### config.mk
export PLATFORM = sky130hd
export DESIGN_NAME = memory_path
export DESIGN_NICKNAME = d
export VERILOG_FILES = /design/src/design/mem_path_pkg.sv /design/src/design/write_post_buffer.sv /design/src/design/memory_path.sv
export VERILOG_INCLUDE_DIRS = /design/src /design/src/design
export SDC_FILE = /design/constraint.sdc
export NUM_CORES = 2
export LEC_CHECK = 0
export ABC_AREA = 1
export BUFFER_PORTS_ARGS = -buffer_cell sky130_fd_sc_hd__buf_2
export CELL_PAD_IN_SITES_DETAIL_PLACEMENT = 1
export CELL_PAD_IN_SITES_GLOBAL_PLACEMENT = 1
export CORE_MARGIN = 2
export CORE_UTILIZATION = 42
export CTS_CLUSTER_DIAMETER = 200
export DETAILED_ROUTE_END_ITERATION = 12
export PLACE_DENSITY_LB_ADDON = 0.1
export SLEW_MARGIN = 0
export SYNTH_ARGS = -nofsm -noshare
export SYNTH_HDL_FRONTEND = slang
export SYNTH_SLANG_ARGS = --single-unit
### constraint.sdc
create_clock -name aclk -period 6.65 [get_ports aclk]
set_input_delay 0 -clock aclk [delete_from_list [all_inputs] [get_ports aclk]]
set_output_delay 0 -clock aclk [all_outputs]
set_load 0.02 [all_outputs]
### src/design/mem_path_params.svh
// Register offsets, field positions, reset values and timing counts of the memory path.
// Overview of operation
// - With caching on, reads fetch whole lines of four or eight words.
// - The missed word goes to the processor and the cache together, first.
// - Remaining line words are written to the cache one word at a time.
// - Writes are posted into two buffers of four words each.
// - A drained buffer goes to memory as one sequential access.
// - An out-of-sequence write fills the other buffer while the first drains.
// - One eight-word read buffer serves cacheable and non-cacheable reads.
// - RAM mode drives up to four megabytes of 16-bit SDRAM.
// - RAM mode may instead drive up to 256 kilobytes of 16-bit SRAM.
// - CAS latency and refresh rate are programmable and used by read and refresh commands.
// - Clock enable stays low while no request, posted write, refresh or mode load is pending and the access engine is idle.
// - Clock enable rises before an access once a request is pending.
// - Boot ROM fetches use the ROM interface within one megabyte.
// - ROM strobes share pins with the RAM control signals.
// - The row strobe pin is also the ROM output strobe.
// - The write strobe pin is also the ROM write strobe.
// - Two mask outputs act as byte enables on the 16-bit bus.
`ifndef MEM_PATH_PARAMS_SVH
`define MEM_PATH_PARAMS_SVH
`define CTRL_OFS 12'h000
`define TIMING_OFS 12'h004
`define STATUS_OFS 12'h008
`define CTRL_CACHE_BIT 0
`define CTRL_LINE8_BIT 1
`define CTRL_SRAM_BIT 2
`define CTRL_WAIT_LSB 4
`define TIM_CAS_LSB 0
`define TIM_TRCD_LSB 2
`define TIM_TRP_LSB 5
`define TIM_REF_LSB 8
`define WAIT_RST 2
`define CAS_RST 2
`define TRCD_RST 1
`define TRP_RST 1
`define CLK_MHZ 50
`define TRC_NS 60
`define TRC_CYC ((`TRC_NS * `CLK_MHZ + 999) / 1000)
`define MRS_NS 40
`define MRS_CYC ((`MRS_NS * `CLK_MHZ + 999) / 1000)
`define REFRESH_NS 15600
`define REFRESH_CYC (`REFRESH_NS * `CLK_MHZ / 1000)
`define CTRL_RST (`WAIT_RST << `CTRL_WAIT_LSB)
`define TIMING_RST ((`REFRESH_CYC << `TIM_REF_LSB) | (`TRP_RST << `TIM_TRP_LSB) | (`TRCD_RST << `TIM_TRCD_LSB) | `CAS_RST)
`define ROM_SEL_BIT 20
`define CMD_NOP 3'h7
`define CMD_ACT 3'h3
`define CMD_READ 3'h5
`define CMD_WRITE 3'h4
`define CMD_PRE 3'h2
`define CMD_REF 3'h1
`define CMD_MRS 3'h0
`define RESP_OKAY 2'h0
`define RESP_SLVERR 2'h2
`endif

### src/design/mem_path_pkg.sv
// Types shared by the memory path modules.
package mem_path_pkg;
  typedef enum logic [2:0] {ST_IDLE, ST_CMD, ST_WAIT, ST_CAP, ST_PRE} eng_state_type;
endpackage : mem_path_pkg

### src/design/write_post_buffer.sv
// One write posting buffer holding a run of sequential words.
`timescale 1ns/1ps
module write_post_buffer #(
  parameter int DEPTH = 4,
  parameter int AW    = 21
) (
  // Clock and reset.
  input  wire logic                     aclk,
  input  wire logic                     aresetn,
  // Fill side.
  input  wire logic                     push,
  input  wire logic [AW-1:0]            push_addr,
  input  wire logic [31:0]              push_data,
  input  wire logic [3:0]               push_strb,
  output logic                          accept,
  // Drain side.
  input  wire logic                     clear,
  input  wire logic                     lock,
  input  wire logic [$clog2(DEPTH)-1:0] rd_idx,
  output logic [31:0]                   rd_data,
  output logic [3:0]                    rd_strb,
  output logic [AW-1:0]                 base,
  output logic [$clog2(DEPTH):0]        count,
  output logic                          empty,
  output logic                          full,
  // Address check.
  input  wire logic [AW-1:0]            check_addr,
  output logic                          hit
);
  localparam int PI = $clog2(DEPTH);
  logic [31:0] mem [DEPTH];
  logic [3:0]  strb [DEPTH];
  logic        seq;

  assign empty = count == '0;
  assign full  = count == (PI+1)'(DEPTH);
  assign seq   = push_addr == base + AW'(count) && push_addr[AW-1:PI] == base[AW-1:PI];
  assign accept = !lock && (empty || (seq && !full));
  assign hit = !empty && check_addr >= base && check_addr < base + AW'(count);
  assign rd_data = mem[rd_idx];
  assign rd_strb = strb[rd_idx];

  always_ff @(posedge aclk) begin
    if (!aresetn) begin
      count <= '0;
      base  <= '0;
    end else if (clear) begin
      count <= '0;
    end else if (push) begin
      mem[count[PI-1:0]]  <= push_data;
      strb[count[PI-1:0]] <= push_strb;
      count <= count + 1'b1;
      if (empty) begin
        base <= push_addr;
      end
    end
  end
endmodule : write_post_buffer

### src/design/memory_path.sv
// Memory path: line fills, write posting, read buffer and SDRAM/SRAM/ROM control.
//
// Our own choices: the register offsets and the AXI4-Lite register port.
`timescale 1ns/1ps
`include "mem_path_params.svh"
module memory_path #(
  parameter int RBUF_WORDS = 8,
  parameter int POST_DEPTH = 4
) (
  // Clock and reset.
  input  wire logic        aclk,
  input  wire logic        aresetn,
  // Register bus write.
  input  wire logic [11:0] awaddr,
  input  wire logic        awvalid,
  output logic             awready,
  input  wire logic [31:0] wdata,
  input  wire logic [3:0]  wstrb,
  input  wire logic        wvalid,
  output logic             wready,
  output logic [1:0]       bresp,
  output logic             bvalid,
  input  wire logic        bready,
  // Register bus read.
  input  wire logic [11:0] araddr,
  input  wire logic        arvalid,
  output logic             arready,
  output logic [31:0]      rdata,
  output logic [1:0]       rresp,
  output logic             rvalid,
  input  wire logic        rready,
  // Requester side.
  input  wire logic        req_valid,
  input  wire logic        req_write,
  input  wire logic        req_cacheable,
  input  wire logic [22:0] req_addr,
  input  wire logic [31:0] req_wdata,
  input  wire logic [3:0]  req_wstrb,
  output logic             req_done,
  output logic             rsp_valid,
  output logic [31:0]      rsp_data,
  output logic             cache_wr_valid,
  output logic [22:0]      cache_wr_addr,
  output logic [31:0]      cache_wr_data,
  // Memory pins.
  output logic             mem_cke,
  output logic             mem_cs_n,
  output logic             rom_cs_n,
  output logic             row_select_strobe_n,
  output logic             col_select_strobe_n,
  output logic             write_strobe_n,
  output logic [1:0]       memory_byte_mask,
  output logic             mem_bank,
  output logic [19:0]      mem_addr,
  output logic [15:0]      mem_dq_out,
  output logic             mem_dq_oe,
  input  wire logic [15:0] mem_dq_in
);
  localparam int RI = $clog2(RBUF_WORDS);
  localparam int PI = $clog2(POST_DEPTH);

  logic [31:0] ctrl;
  logic [31:0] timing;
  logic        cache_on;
  logic        line8;
  logic        sram_mode;
  logic [3:0]  async_wait;
  logic [1:0]  cas_lat;
  logic [2:0]  trcd;
  logic [2:0]  trp;
  logic [15:0] ref_ival;
  logic [15:0] ref_cnt;
  logic        ref_due;
  logic        mrs_pend;

  mem_path_pkg::eng_state_type st;
  mem_path_pkg::eng_state_type wret;
  logic [7:0]  wt;
  logic        job_wr;
  logic        job_rd;
  logic        job_rom;
  logic        job_sdram;
  logic        job_sel;
  logic        job_cache;
  logic [20:0] job_addr;
  logic [3:0]  job_n;
  logic [3:0]  wcnt;
  logic [1:0]  bcnt;
  logic [31:0] asmb;
  logic        act;

  logic [1:0]  b_acc;
  logic [1:0]  b_hit;
  logic [1:0]  b_empty;
  logic [1:0]  b_full;
  logic [1:0]  b_push;
  logic [1:0]  b_clear;
  logic [1:0]  b_lock;
  logic [1:0]  flush;
  logic [20:0] b_base [2];
  logic [31:0] b_data [2];
  logic [3:0]  b_strb [2];
  logic [PI:0] b_cnt [2];

  logic [31:0]     rb_mem [RBUF_WORDS];
  logic [RBUF_WORDS-1:0] rb_vld;
  logic [20-RI:0]  rb_tag;

  logic [20:0] req_w;
  logic [20:0] s_w;
  logic [20:0] cur_w;
  logic [20:0] hw;
  logic [2:0]  lmask;
  logic        last_beat;
  logic        last_word;
  logic [31:0] wd;
  logic [3:0]  ws;
  logic [15:0] beat_d;
  logic [1:0]  beat_m;
  logic [31:0] cap_word;
  logic        rd_word_done;
  logic        fill_busy;
  logic        wr_req;
  logic        take_act;
  logic        take_oth;
  logic        rd_req;
  logic        hz;
  logic        rb_hit;
  logic        rb_serve;
  logic        rd_go;
  logic        flush_go;
  logic        fsel;
  logic        mrs_go;
  logic        ref_go;
  logic        in_idle;
  logic [11:0] awaddr_q;
  logic [31:0] wdata_q;
  logic [3:0]  wstrb_q;
  logic        aw_got;
  logic        w_got;
  logic        do_write;
  logic        aw_n;
  logic        w_n;
  logic        b_n;
  logic        r_n;

  assign cache_on   = ctrl[`CTRL_CACHE_BIT];
  assign line8      = ctrl[`CTRL_LINE8_BIT];
  assign sram_mode  = ctrl[`CTRL_SRAM_BIT];
  assign async_wait = ctrl[`CTRL_WAIT_LSB +: 4];
  assign cas_lat    = timing[`TIM_CAS_LSB +: 2];
  assign trcd       = timing[`TIM_TRCD_LSB +: 3];
  assign trp        = timing[`TIM_TRP_LSB +: 3];
  assign ref_ival   = timing[`TIM_REF_LSB +: 16];

  // Word address of the current beat; line fills wrap from the missed word.
  assign req_w     = req_addr[22:2];
  assign lmask     = job_wr ? 3'h3 : (line8 ? 3'h7 : 3'h3);
  assign cur_w     = {job_addr[20:3], (job_addr[2:0] & ~lmask) | ((job_addr[2:0] + wcnt[2:0]) & lmask)};
  assign hw        = {cur_w[19:0], bcnt[0]};
  assign last_beat = bcnt == (job_rom ? 2'h3 : 2'h1);
  assign last_word = wcnt == job_n - 4'h1;
  assign wd        = b_data[job_sel];
  assign ws        = b_strb[job_sel];
  assign beat_d    = job_rom ? {8'h00, wd[8*bcnt +: 8]} : wd[16*bcnt[0] +: 16];
  assign beat_m    = job_rom ? {1'b1, ~ws[bcnt]} : ~ws[2*bcnt[0] +: 2];
  assign cap_word  = job_rom ? {mem_dq_in[7:0], asmb[31:8]} : {mem_dq_in, asmb[31:16]};
  assign rd_word_done = st == mem_path_pkg::ST_CAP && job_rd && last_beat;
  assign fill_busy = st != mem_path_pkg::ST_IDLE && job_rd;
  assign in_idle   = st == mem_path_pkg::ST_IDLE && mem_cke;

  // Write posting into the active buffer or, out of sequence, into the other one.
  assign wr_req   = req_valid && req_write && !req_done && !(fill_busy && req_w[20:RI] == rb_tag);
  assign take_act = wr_req && b_acc[act];
  assign take_oth = wr_req && !b_acc[act] && b_empty[~act] && !b_lock[~act];
  assign b_push   = {take_act && act || take_oth && !act, take_act && !act || take_oth && act};

  // Reads stall on a posted hit, then use the read buffer or start a fill.
  assign rd_req   = req_valid && !req_write && !req_done;
  assign hz       = |b_hit;
  assign rb_hit   = rb_tag == req_w[20:RI] && rb_vld[req_w[RI-1:0]];
  assign rb_serve = rd_req && !hz && rb_hit && !fill_busy;
  assign rd_go    = in_idle && rd_req && !hz && !rb_hit;

  assign mrs_go   = mrs_pend && !sram_mode;
  assign ref_go   = ref_due && !sram_mode;

  always_comb begin
    for (int i = 0; i < 2; i++) begin
      flush[i] = !b_empty[i] && (i != int'(act) || b_full[i] || (b_hit[i] && rd_req) || !wr_req);
      b_lock[i] = st != mem_path_pkg::ST_IDLE && job_wr && job_sel == 1'(i);
      b_clear[i] = b_lock[i] && last_beat && last_word &&
                   st == (job_sdram ? mem_path_pkg::ST_CMD : mem_path_pkg::ST_CAP);
    end
    fsel     = flush[~act] ? ~act : act;
    flush_go = in_idle && (|flush) && !mrs_go && !ref_go;
    s_w      = flush_go ? b_base[fsel] : req_w;
  end

  for (genvar i = 0; i < 2; i++) begin : g_post
    write_post_buffer #(
      .DEPTH (POST_DEPTH),
      .AW    (21)
    ) u_buf (
      .aclk       (aclk),
      .aresetn    (aresetn),
      .push       (b_push[i]),
      .push_addr  (req_w),
      .push_data  (req_wdata),
      .push_strb  (req_wstrb),
      .accept     (b_acc[i]),
      .clear      (b_clear[i]),
      .lock       (b_lock[i]),
      .rd_idx     (wcnt[PI-1:0]),
      .rd_data    (b_data[i]),
      .rd_strb    (b_strb[i]),
      .base       (b_base[i]),
      .count      (b_cnt[i]),
      .empty      (b_empty[i]),
      .full       (b_full[i]),
      .check_addr (req_w),
      .hit        (b_hit[i])
    );
  end

  always_ff @(posedge aclk) begin
    if (!aresetn) begin
      act <= 1'b0;
    end else if (take_oth) begin
      act <= ~act;
    end
  end

  // Clock enable follows pending work, one cycle ahead of any command.
  always_ff @(posedge aclk) begin
    if (!aresetn) begin
      mem_cke <= 1'b0;
    end else begin
      mem_cke <= req_valid || !(&b_empty) || ref_go || mrs_go || st != mem_path_pkg::ST_IDLE;
    end
  end

  // Refresh interval counter and mode register reload request.
  always_ff @(posedge aclk) begin
    if (!aresetn) begin
      ref_cnt  <= 16'(`REFRESH_CYC);
      ref_due  <= 1'b0;
      mrs_pend <= 1'b1;
    end else begin
      ref_cnt <= (ref_cnt == 16'h0000) ? ref_ival : ref_cnt - 16'h0001;
      if (ref_cnt == 16'h0000) begin
        ref_due <= 1'b1;
      end else if (in_idle && ref_go && !mrs_go) begin
        ref_due <= 1'b0;
      end
      if (do_write && awaddr_q == `TIMING_OFS) begin
        mrs_pend <= 1'b1;
      end else if (in_idle && mrs_go) begin
        mrs_pend <= 1'b0;
      end
    end
  end

  // Access engine driving the shared memory pins.
  always_ff @(posedge aclk) begin
    if (!aresetn) begin
      st <= mem_path_pkg::ST_IDLE;
      wret <= mem_path_pkg::ST_IDLE;
      wt <= 8'h00;
      {job_wr, job_rd, job_rom, job_sdram, job_sel, job_cache} <= 6'h00;
      job_addr <= '0;
      job_n <= 4'h0;
      wcnt <= 4'h0;
      bcnt <= 2'h0;
      asmb <= 32'h00000000;
      {mem_cs_n, rom_cs_n} <= 2'h3;
      {row_select_strobe_n, col_select_strobe_n, write_strobe_n} <= `CMD_NOP;
      memory_byte_mask <= 2'h0;
      mem_bank <= 1'b0;
      mem_addr <= 20'h00000;
      mem_dq_out <= 16'h0000;
      mem_dq_oe <= 1'b0;
    end else begin
      if (!(st == mem_path_pkg::ST_WAIT && !job_sdram)) begin
        {mem_cs_n, rom_cs_n} <= 2'h3;
        {row_select_strobe_n, col_select_strobe_n, write_strobe_n} <= `CMD_NOP;
        mem_dq_oe <= 1'b0;
      end
      case (st)
        mem_path_pkg::ST_IDLE: begin
          if (in_idle && mrs_go) begin
            {job_wr, job_rd, job_sdram} <= 3'h1;
            mem_cs_n <= 1'b0;
            {row_select_strobe_n, col_select_strobe_n, write_strobe_n} <= `CMD_MRS;
            mem_addr <= 20'({cas_lat, 4'h0});
            wt <= 8'(`MRS_CYC - 1);
            wret <= mem_path_pkg::ST_IDLE;
            st <= mem_path_pkg::ST_WAIT;
          end else if (in_idle && ref_go) begin
            {job_wr, job_rd, job_sdram} <= 3'h1;
            mem_cs_n <= 1'b0;
            {row_select_strobe_n, col_select_strobe_n, write_strobe_n} <= `CMD_REF;
            wt <= 8'(`TRC_CYC - 1);
            wret <= mem_path_pkg::ST_IDLE;
            st <= mem_path_pkg::ST_WAIT;
          end else if (flush_go || rd_go) begin
            job_wr <= flush_go;
            job_rd <= !flush_go;
            job_sel <= fsel;
            job_cache <= cache_on && req_cacheable;
            job_addr <= s_w;
            job_n <= flush_go ? 4'(b_cnt[fsel]) : (line8 ? 4'h8 : 4'h4);
            job_rom <= s_w[`ROM_SEL_BIT];
            job_sdram <= !s_w[`ROM_SEL_BIT] && !sram_mode;
            wcnt <= 4'h0;
            bcnt <= 2'h0;
            if (!s_w[`ROM_SEL_BIT] && !sram_mode) begin
              mem_cs_n <= 1'b0;
              {row_select_strobe_n, col_select_strobe_n, write_strobe_n} <= `CMD_ACT;
              mem_bank <= s_w[19];
              mem_addr <= 20'(s_w[18:7]);
              wt <= 8'(trcd) - 8'h01;
              wret <= mem_path_pkg::ST_CMD;
              st <= mem_path_pkg::ST_WAIT;
            end else begin
              st <= mem_path_pkg::ST_CMD;
            end
          end
        end
        mem_path_pkg::ST_CMD: begin
          memory_byte_mask <= job_wr ? beat_m : 2'h0;
          mem_dq_out <= beat_d;
          mem_dq_oe <= job_wr;
          if (job_sdram) begin
            mem_cs_n <= 1'b0;
            {row_select_strobe_n, col_select_strobe_n, write_strobe_n} <= job_wr ? `CMD_WRITE : `CMD_READ;
            mem_bank <= hw[20];
            mem_addr <= 20'(hw[7:0]);
            if (!job_wr) begin
              wt <= 8'(cas_lat) - 8'h01;
              wret <= mem_path_pkg::ST_CAP;
              st <= mem_path_pkg::ST_WAIT;
            end else if (!last_beat) begin
              bcnt <= bcnt + 2'h1;
            end else if (!last_word) begin
              bcnt <= 2'h0;
              wcnt <= wcnt + 4'h1;
            end else begin
              wt <= 8'h00;
              wret <= mem_path_pkg::ST_PRE;
              st <= mem_path_pkg::ST_WAIT;
            end
          end else begin
            rom_cs_n <= !job_rom;
            mem_cs_n <= job_rom;
            row_select_strobe_n <= job_wr;
            write_strobe_n <= !job_wr;
            mem_addr <= job_rom ? {cur_w[17:0], bcnt} : 20'(hw[16:0]);
            wt <= 8'(async_wait);
            wret <= mem_path_pkg::ST_CAP;
            st <= mem_path_pkg::ST_WAIT;
          end
        end
        mem_path_pkg::ST_WAIT: begin
          if (wt == 8'h00) begin
            st <= wret;
          end else begin
            wt <= wt - 8'h01;
          end
        end
        mem_path_pkg::ST_CAP: begin
          asmb <= cap_word;
          if (!last_beat) begin
            bcnt <= bcnt + 2'h1;
            st <= mem_path_pkg::ST_CMD;
          end else if (!last_word) begin
            bcnt <= 2'h0;
            wcnt <= wcnt + 4'h1;
            st <= mem_path_pkg::ST_CMD;
          end else begin
            st <= job_sdram ? mem_path_pkg::ST_PRE : mem_path_pkg::ST_IDLE;
          end
        end
        mem_path_pkg::ST_PRE: begin
          mem_cs_n <= 1'b0;
          {row_select_strobe_n, col_select_strobe_n, write_strobe_n} <= `CMD_PRE;
          mem_addr <= 20'h00400;
          wt <= 8'(trp) - 8'h01;
          wret <= mem_path_pkg::ST_IDLE;
          st <= mem_path_pkg::ST_WAIT;
        end
        default: st <= mem_path_pkg::ST_IDLE;
      endcase
    end
  end

  // Read buffer: filled by line fills, dropped when a write lands in its line.
  always_ff @(posedge aclk) begin
    if (!aresetn) begin
      rb_tag <= '0;
      rb_vld <= '0;
    end else if (rd_go) begin
      rb_tag <= req_w[20:RI];
      rb_vld <= '0;
    end else begin
      if (rd_word_done) begin
        rb_mem[cur_w[RI-1:0]] <= cap_word;
        rb_vld[cur_w[RI-1:0]] <= 1'b1;
      end
      if ((|b_push) && req_w[20:RI] == rb_tag) begin
        rb_vld <= '0;
      end
    end
  end

  // Answers to the requester and word writes into the cache.
  always_ff @(posedge aclk) begin
    if (!aresetn) begin
      req_done <= 1'b0;
      rsp_valid <= 1'b0;
      rsp_data <= 32'h00000000;
      cache_wr_valid <= 1'b0;
      cache_wr_addr <= 23'h000000;
      cache_wr_data <= 32'h00000000;
    end else begin
      req_done <= take_act || take_oth || rb_serve || (rd_word_done && wcnt == 4'h0);
      rsp_valid <= rb_serve || (rd_word_done && wcnt == 4'h0);
      cache_wr_valid <= (rb_serve && cache_on && req_cacheable) || (rd_word_done && job_cache);
      if (rb_serve) begin
        rsp_data <= rb_mem[req_w[RI-1:0]];
        cache_wr_addr <= {req_w, 2'h0};
        cache_wr_data <= rb_mem[req_w[RI-1:0]];
      end else if (rd_word_done) begin
        if (wcnt == 4'h0) begin
          rsp_data <= cap_word;
        end
        cache_wr_addr <= {cur_w, 2'h0};
        cache_wr_data <= cap_word;
      end
    end
  end

  // Register bus slave.

  assign do_write = aw_got && w_got && !bvalid;
  assign aw_n = (aw_got || (awvalid && awready)) && !do_write;
  assign w_n  = (w_got || (wvalid && wready)) && !do_write;
  assign b_n  = do_write || (bvalid && !bready);
  assign r_n  = (arvalid && arready) || (rvalid && !rready);

  always_ff @(posedge aclk) begin
    if (!aresetn) begin
      {aw_got, w_got, awready, wready, bvalid, arready, rvalid} <= 7'h00;
      awaddr_q <= 12'h000;
      wdata_q <= 32'h00000000;
      wstrb_q <= 4'h0;
      bresp <= `RESP_OKAY;
      rresp <= `RESP_OKAY;
      rdata <= 32'h00000000;
      ctrl <= 32'(`CTRL_RST);
      timing <= 32'(`TIMING_RST);
    end else begin
      aw_got <= aw_n;
      w_got <= w_n;
      bvalid <= b_n;
      awready <= !aw_n && !b_n;
      wready <= !w_n && !b_n;
      rvalid <= r_n;
      arready <= !r_n;
      if (awvalid && awready) begin
        awaddr_q <= awaddr;
      end
      if (wvalid && wready) begin
        wdata_q <= wdata;
        wstrb_q <= wstrb;
      end
      if (do_write) begin
        bresp <= `RESP_OKAY;
        for (int i = 0; i < 4; i++) begin
          if (wstrb_q[i] && awaddr_q == `CTRL_OFS) begin
            ctrl[8*i +: 8] <= wdata_q[8*i +: 8];
          end
          if (wstrb_q[i] && awaddr_q == `TIMING_OFS) begin
            timing[8*i +: 8] <= wdata_q[8*i +: 8];
          end
        end
        if (awaddr_q != `CTRL_OFS && awaddr_q != `TIMING_OFS && awaddr_q != `STATUS_OFS) begin
          bresp <= `RESP_SLVERR;
        end
      end
      if (arvalid && arready) begin
        rresp <= `RESP_OKAY;
        case (araddr)
          `CTRL_OFS: rdata <= ctrl;
          `TIMING_OFS: rdata <= timing;
          `STATUS_OFS: rdata <= {24'h000000, mrs_pend, ref_due, fill_busy,
                                 st != mem_path_pkg::ST_IDLE, act, ~b_empty, mem_cke};
          default: begin
            rdata <= 32'h00000000;
            rresp <= `RESP_SLVERR;
          end
        endcase
      end
    end
  end
endmodule : memory_path

==> run_results.csv <==
group,metric,value,unit
run_status,status,"completed",
cells_and_area,layout_commonest_cell,"nand2_1",
route,first_iter_violations,2670,
timing,setup_violations,0,
logic_synthesis,avgSynthCellArea,9.14,sq um
floorplan,coreArea,0.104,sq mm
floorplan,dieArea,0.107,sq mm
worst_setup_path,worst_ep_required_time,7050,ps
placed_design,hpwl,97.4,mm
floorplan,rows,118,
cells_and_area,final-seq-area,0.0255,sq mm
route,drt-pass1-iter-count,5,
timing,max_slew_margin,13.5,%
global_route,antenna_found_initial,4,
route,met1_length,67.4,mm
logic_synthesis,synth_flop_cell,"edfxtp_1",
cells_and_area,layout_common_cells,"nand2_1 (704), o21ai_0 (698), nor2_1 (612)",
worst_setup_path,crit_fanout,19,
clock_tree,clk_pin_slew,70,ps
timing,hold_viol,0,
logic_synthesis,yosys_warnings,0,
global_route,track_usage,28.2,%
worst_setup_path,cp_slowest_cell,"dfxtp_1",
clock_tree,cts_tree,"done",
route,wire_per_inst,22.9,um
cells_and_area,area_growth,19.4,%
cells_and_area,final_cells,6707,
logic_synthesis,syn-instance-count,4815,
cells_and_area,nets,5484,
timing,slew_violations,0,
route,dr.max_layer_used,"met5",
logic_synthesis,synthDistinctLibCells,56,
clock_tree,cts.sinks,1000,
timing,whs,97.4,ps
route,wl_met2,74.3,mm
clock_tree,htreeDepth,3,
worst_setup_path,crit_top_cell,"nand2_1",
timing,finalCritPeriodShare,90.4,%
route,antenna_left,0,
clock_tree,clk_latency,720,ps
global_route,grt_pass1_wl,233,mm
job,cap_violations,0,
clock_tree,numCtsBuffers,107,
logic_synthesis,synth_edf_count,544,
placed_design,postPlaceCellArea,0.0471,sq mm
route,wl,153,mm
route,met3WireLength,6.58,mm
timing,fin_skew,28.5,ps
worst_setup_path,worstPathArrival,6410,ps
power,vdd_drop_max,0.000269,V
floorplan,die_h,328,um
clock_tree,ctsResizeCount,0,
route,vias_per_cell,5.55,
placed_design,place_congestion,0.862,
timing,fin_tns_setup,0,ps
placed_design,dp.cells,6320,
worst_setup_path,cpPeakStageDelay,460,ps
floorplan,fp.dieW,328,um
power,p_per_area,314,mW/mm^2
hold_path,min_path_type,"primary input to flip-flop",
worst_setup_path,end_kind,"flip-flop",
power,leakage,19.9,nW
logic_synthesis,async_flop_share,0,%
cells_and_area,drive_gt1_share,12.2,%
route,drt_drc_violations_left,0,
logic_synthesis,synth-seq-cells,1000,
global_route,grt_pass1_vias,38400,
clock_tree,cts_buffer_depth,3,
logic_synthesis,syn_area,0.0440,sq mm
timing,rsz0062_at_grt,"false",
clock_tree,clockRootBuffer,"clkbuf_16",
worst_setup_path,worstSetupStartpointType,"flip-flop",
global_route,grt-ovfl-total,0,
floorplan,start_util,42.4,%
timing,max_freq,166,MHz
cells_and_area,stdcell_area,0.0526,sq mm
timing,worst_slew_pin_slew,1280,ps
cells_and_area,multi_input_area,0.0161,sq mm
worst_setup_path,worst-setup-path-type,"flip-flop to flip-flop",
timing,period_minus_slack,6010,ps
global_route,grt_max_degree,116,
logic_synthesis,yosysSeqAreaShare,57.9,%
floorplan,io_pins,322,
cells_and_area,nFillCells,11900,
placed_design,portBuffers,315,
route,vias,37200,
## final timing paths
| path | slack (ps) | cells past startpoint | start | to |
|---|---|---|---|---|
| setup / recovery | 640 | 29 | g_post[1].u_buf.count[0] | g_post[0].u_buf.mem[3][3] |
| hold / removal | 100 | 2 | req_wdata[14] | g_post[0].u_buf.mem[1][14] |
| setup reg to reg | 640 | 29 | g_post[1].u_buf.count[0] | g_post[0].u_buf.mem[3][3] |
| hold reg to reg | 430 | 1 | w_got | wready |
## final cells by class
class	count	area share [%]
clock inverters	51	1.03
repair buffers	571	7.79
clock buffers	153	5.91
well taps	1380	3.28
inverters	409	2.93
multi-input cells	3138	30.6
diodes	5	0.0238
flip-flops and latches	1000	48.5
## cell usage after synthesis, types with 3 or more instances
cell type / n / area share, %
nand2_1: 704 / 6.0
o21ai_0: 699 / 7.9
nor2_1: 628 / 5.4
edfxtp_1: 544 / 37
dfxtp_1: 456 / 21
inv_1: 379 / 3.2
a21oi_1: 342 / 3.9
clkbuf_1: 217 / 1.9
nand3_1: 139 / 1.6
o22ai_1: 114 / 1.6
ha_1: 109 / 3.1
o221ai_1: 62 / 1.2
a31oi_1: 53 / 0.75
nand4_1: 36 / 0.51
nor3_1: 34 / 0.39
xor2_1: 34 / 0.68
a211oi_1: 33 / 0.56
buf_2: 31 / 0.35
o21ai_1: 25 / 0.28
o211ai_1: 24 / 0.41
inv_2: 23 / 0.20
nor4_1: 20 / 0.28
buf_1: 14 / 0.12
xnor2_1: 9 / 0.18
a22oi_1: 7 / 0.12
clkinv_1: 7 / 0.060
nor2_2: 7 / 0.099
nand2_2: 6 / 0.085
o21bai_1: 6 / 0.10
nand3b_1: 5 / 0.085
a21o_1: 4 / 0.068
buf_4: 4 / 0.068
nor3_2: 4 / 0.091
buf_6: 3 / 0.077
fa_1: 3 / 0.14
mux2i_1: 3 / 0.068
or2_2: 3 / 0.043
## critical path, delay by kind of cell (launching register included)
kind	cells	cell delay (ps)
adder cells (fa/ha/maj)	3	980
AND/OR/NAND/NOR	18	3030
XOR/XNOR	1	110
AO/OA/AOI/OAI	2	500
flip-flops	1	460
buffers and inverters	5	590
## per-layer routing
layer / track usage (%) / vias up
li1: - / 17500
met1: 37.1 / 18600
met2: 47.9 / 879
met3: 3.38 / 251
met4: 9.77 / 2
met5: 0 / -
## repair_timing
item	CTS	global route
hold buffers	175	0
endpoints found under the hold margin	630	0
endpoints found under the setup margin	0	27
buffers inserted	0	3
## stage by stage
step	total power [W]	util (%)	worst slack (ps)
after floorplan	0.00909	-	-486
after global placement	0.0102	45.4	727
after detailed placement	0.0103	45.4	529
after global routing	0.0172	50.6	34.9
final	0.0165	50.6	638
after CTS	0.0166	50.6	482
## power by group
part	switching (W)	internal, W	total, W
Clock	0.00260	0.00358	0.00618
Combinational	0.00237	0.000916	0.00329
Sequential	0.000206	0.00683	0.00704
## state kept, by name (all words and copies together), names as in the netlist, 16 cells and up, named ones only
| register | cells |
|---|---|
| asmb | 24 |
| cache_wr_addr | 21 |
| cache_wr_data | 32 |
| ctrl | 32 |
| g_post.u_buf.base | 42 |
| g_post.u_buf.mem | 256 |
| g_post.u_buf.strb | 32 |
| job_addr | 20 |
| mem_addr | 20 |
| mem_dq_out | 16 |
| rb_mem | 256 |
| rb_tag | 18 |
| rdata | 32 |
| ref_cnt | 16 |
| rsp_data | 32 |
| timing | 32 |
| wdata_q | 32 |
## logic make-up after synthesis
kind of cell | share of synthesized area, %
AND/OR/NAND/NOR | 14.8
multiplexers | 0.0682
other | 0.00852
XOR/XNOR | 0.856
buffers and inverters | 5.98
AO/OA/AOI/OAI | 17.2
flip-flops | 57.9
adder cells (fa/ha/maj) | 3.24
(Power assumes the default switching activity.)
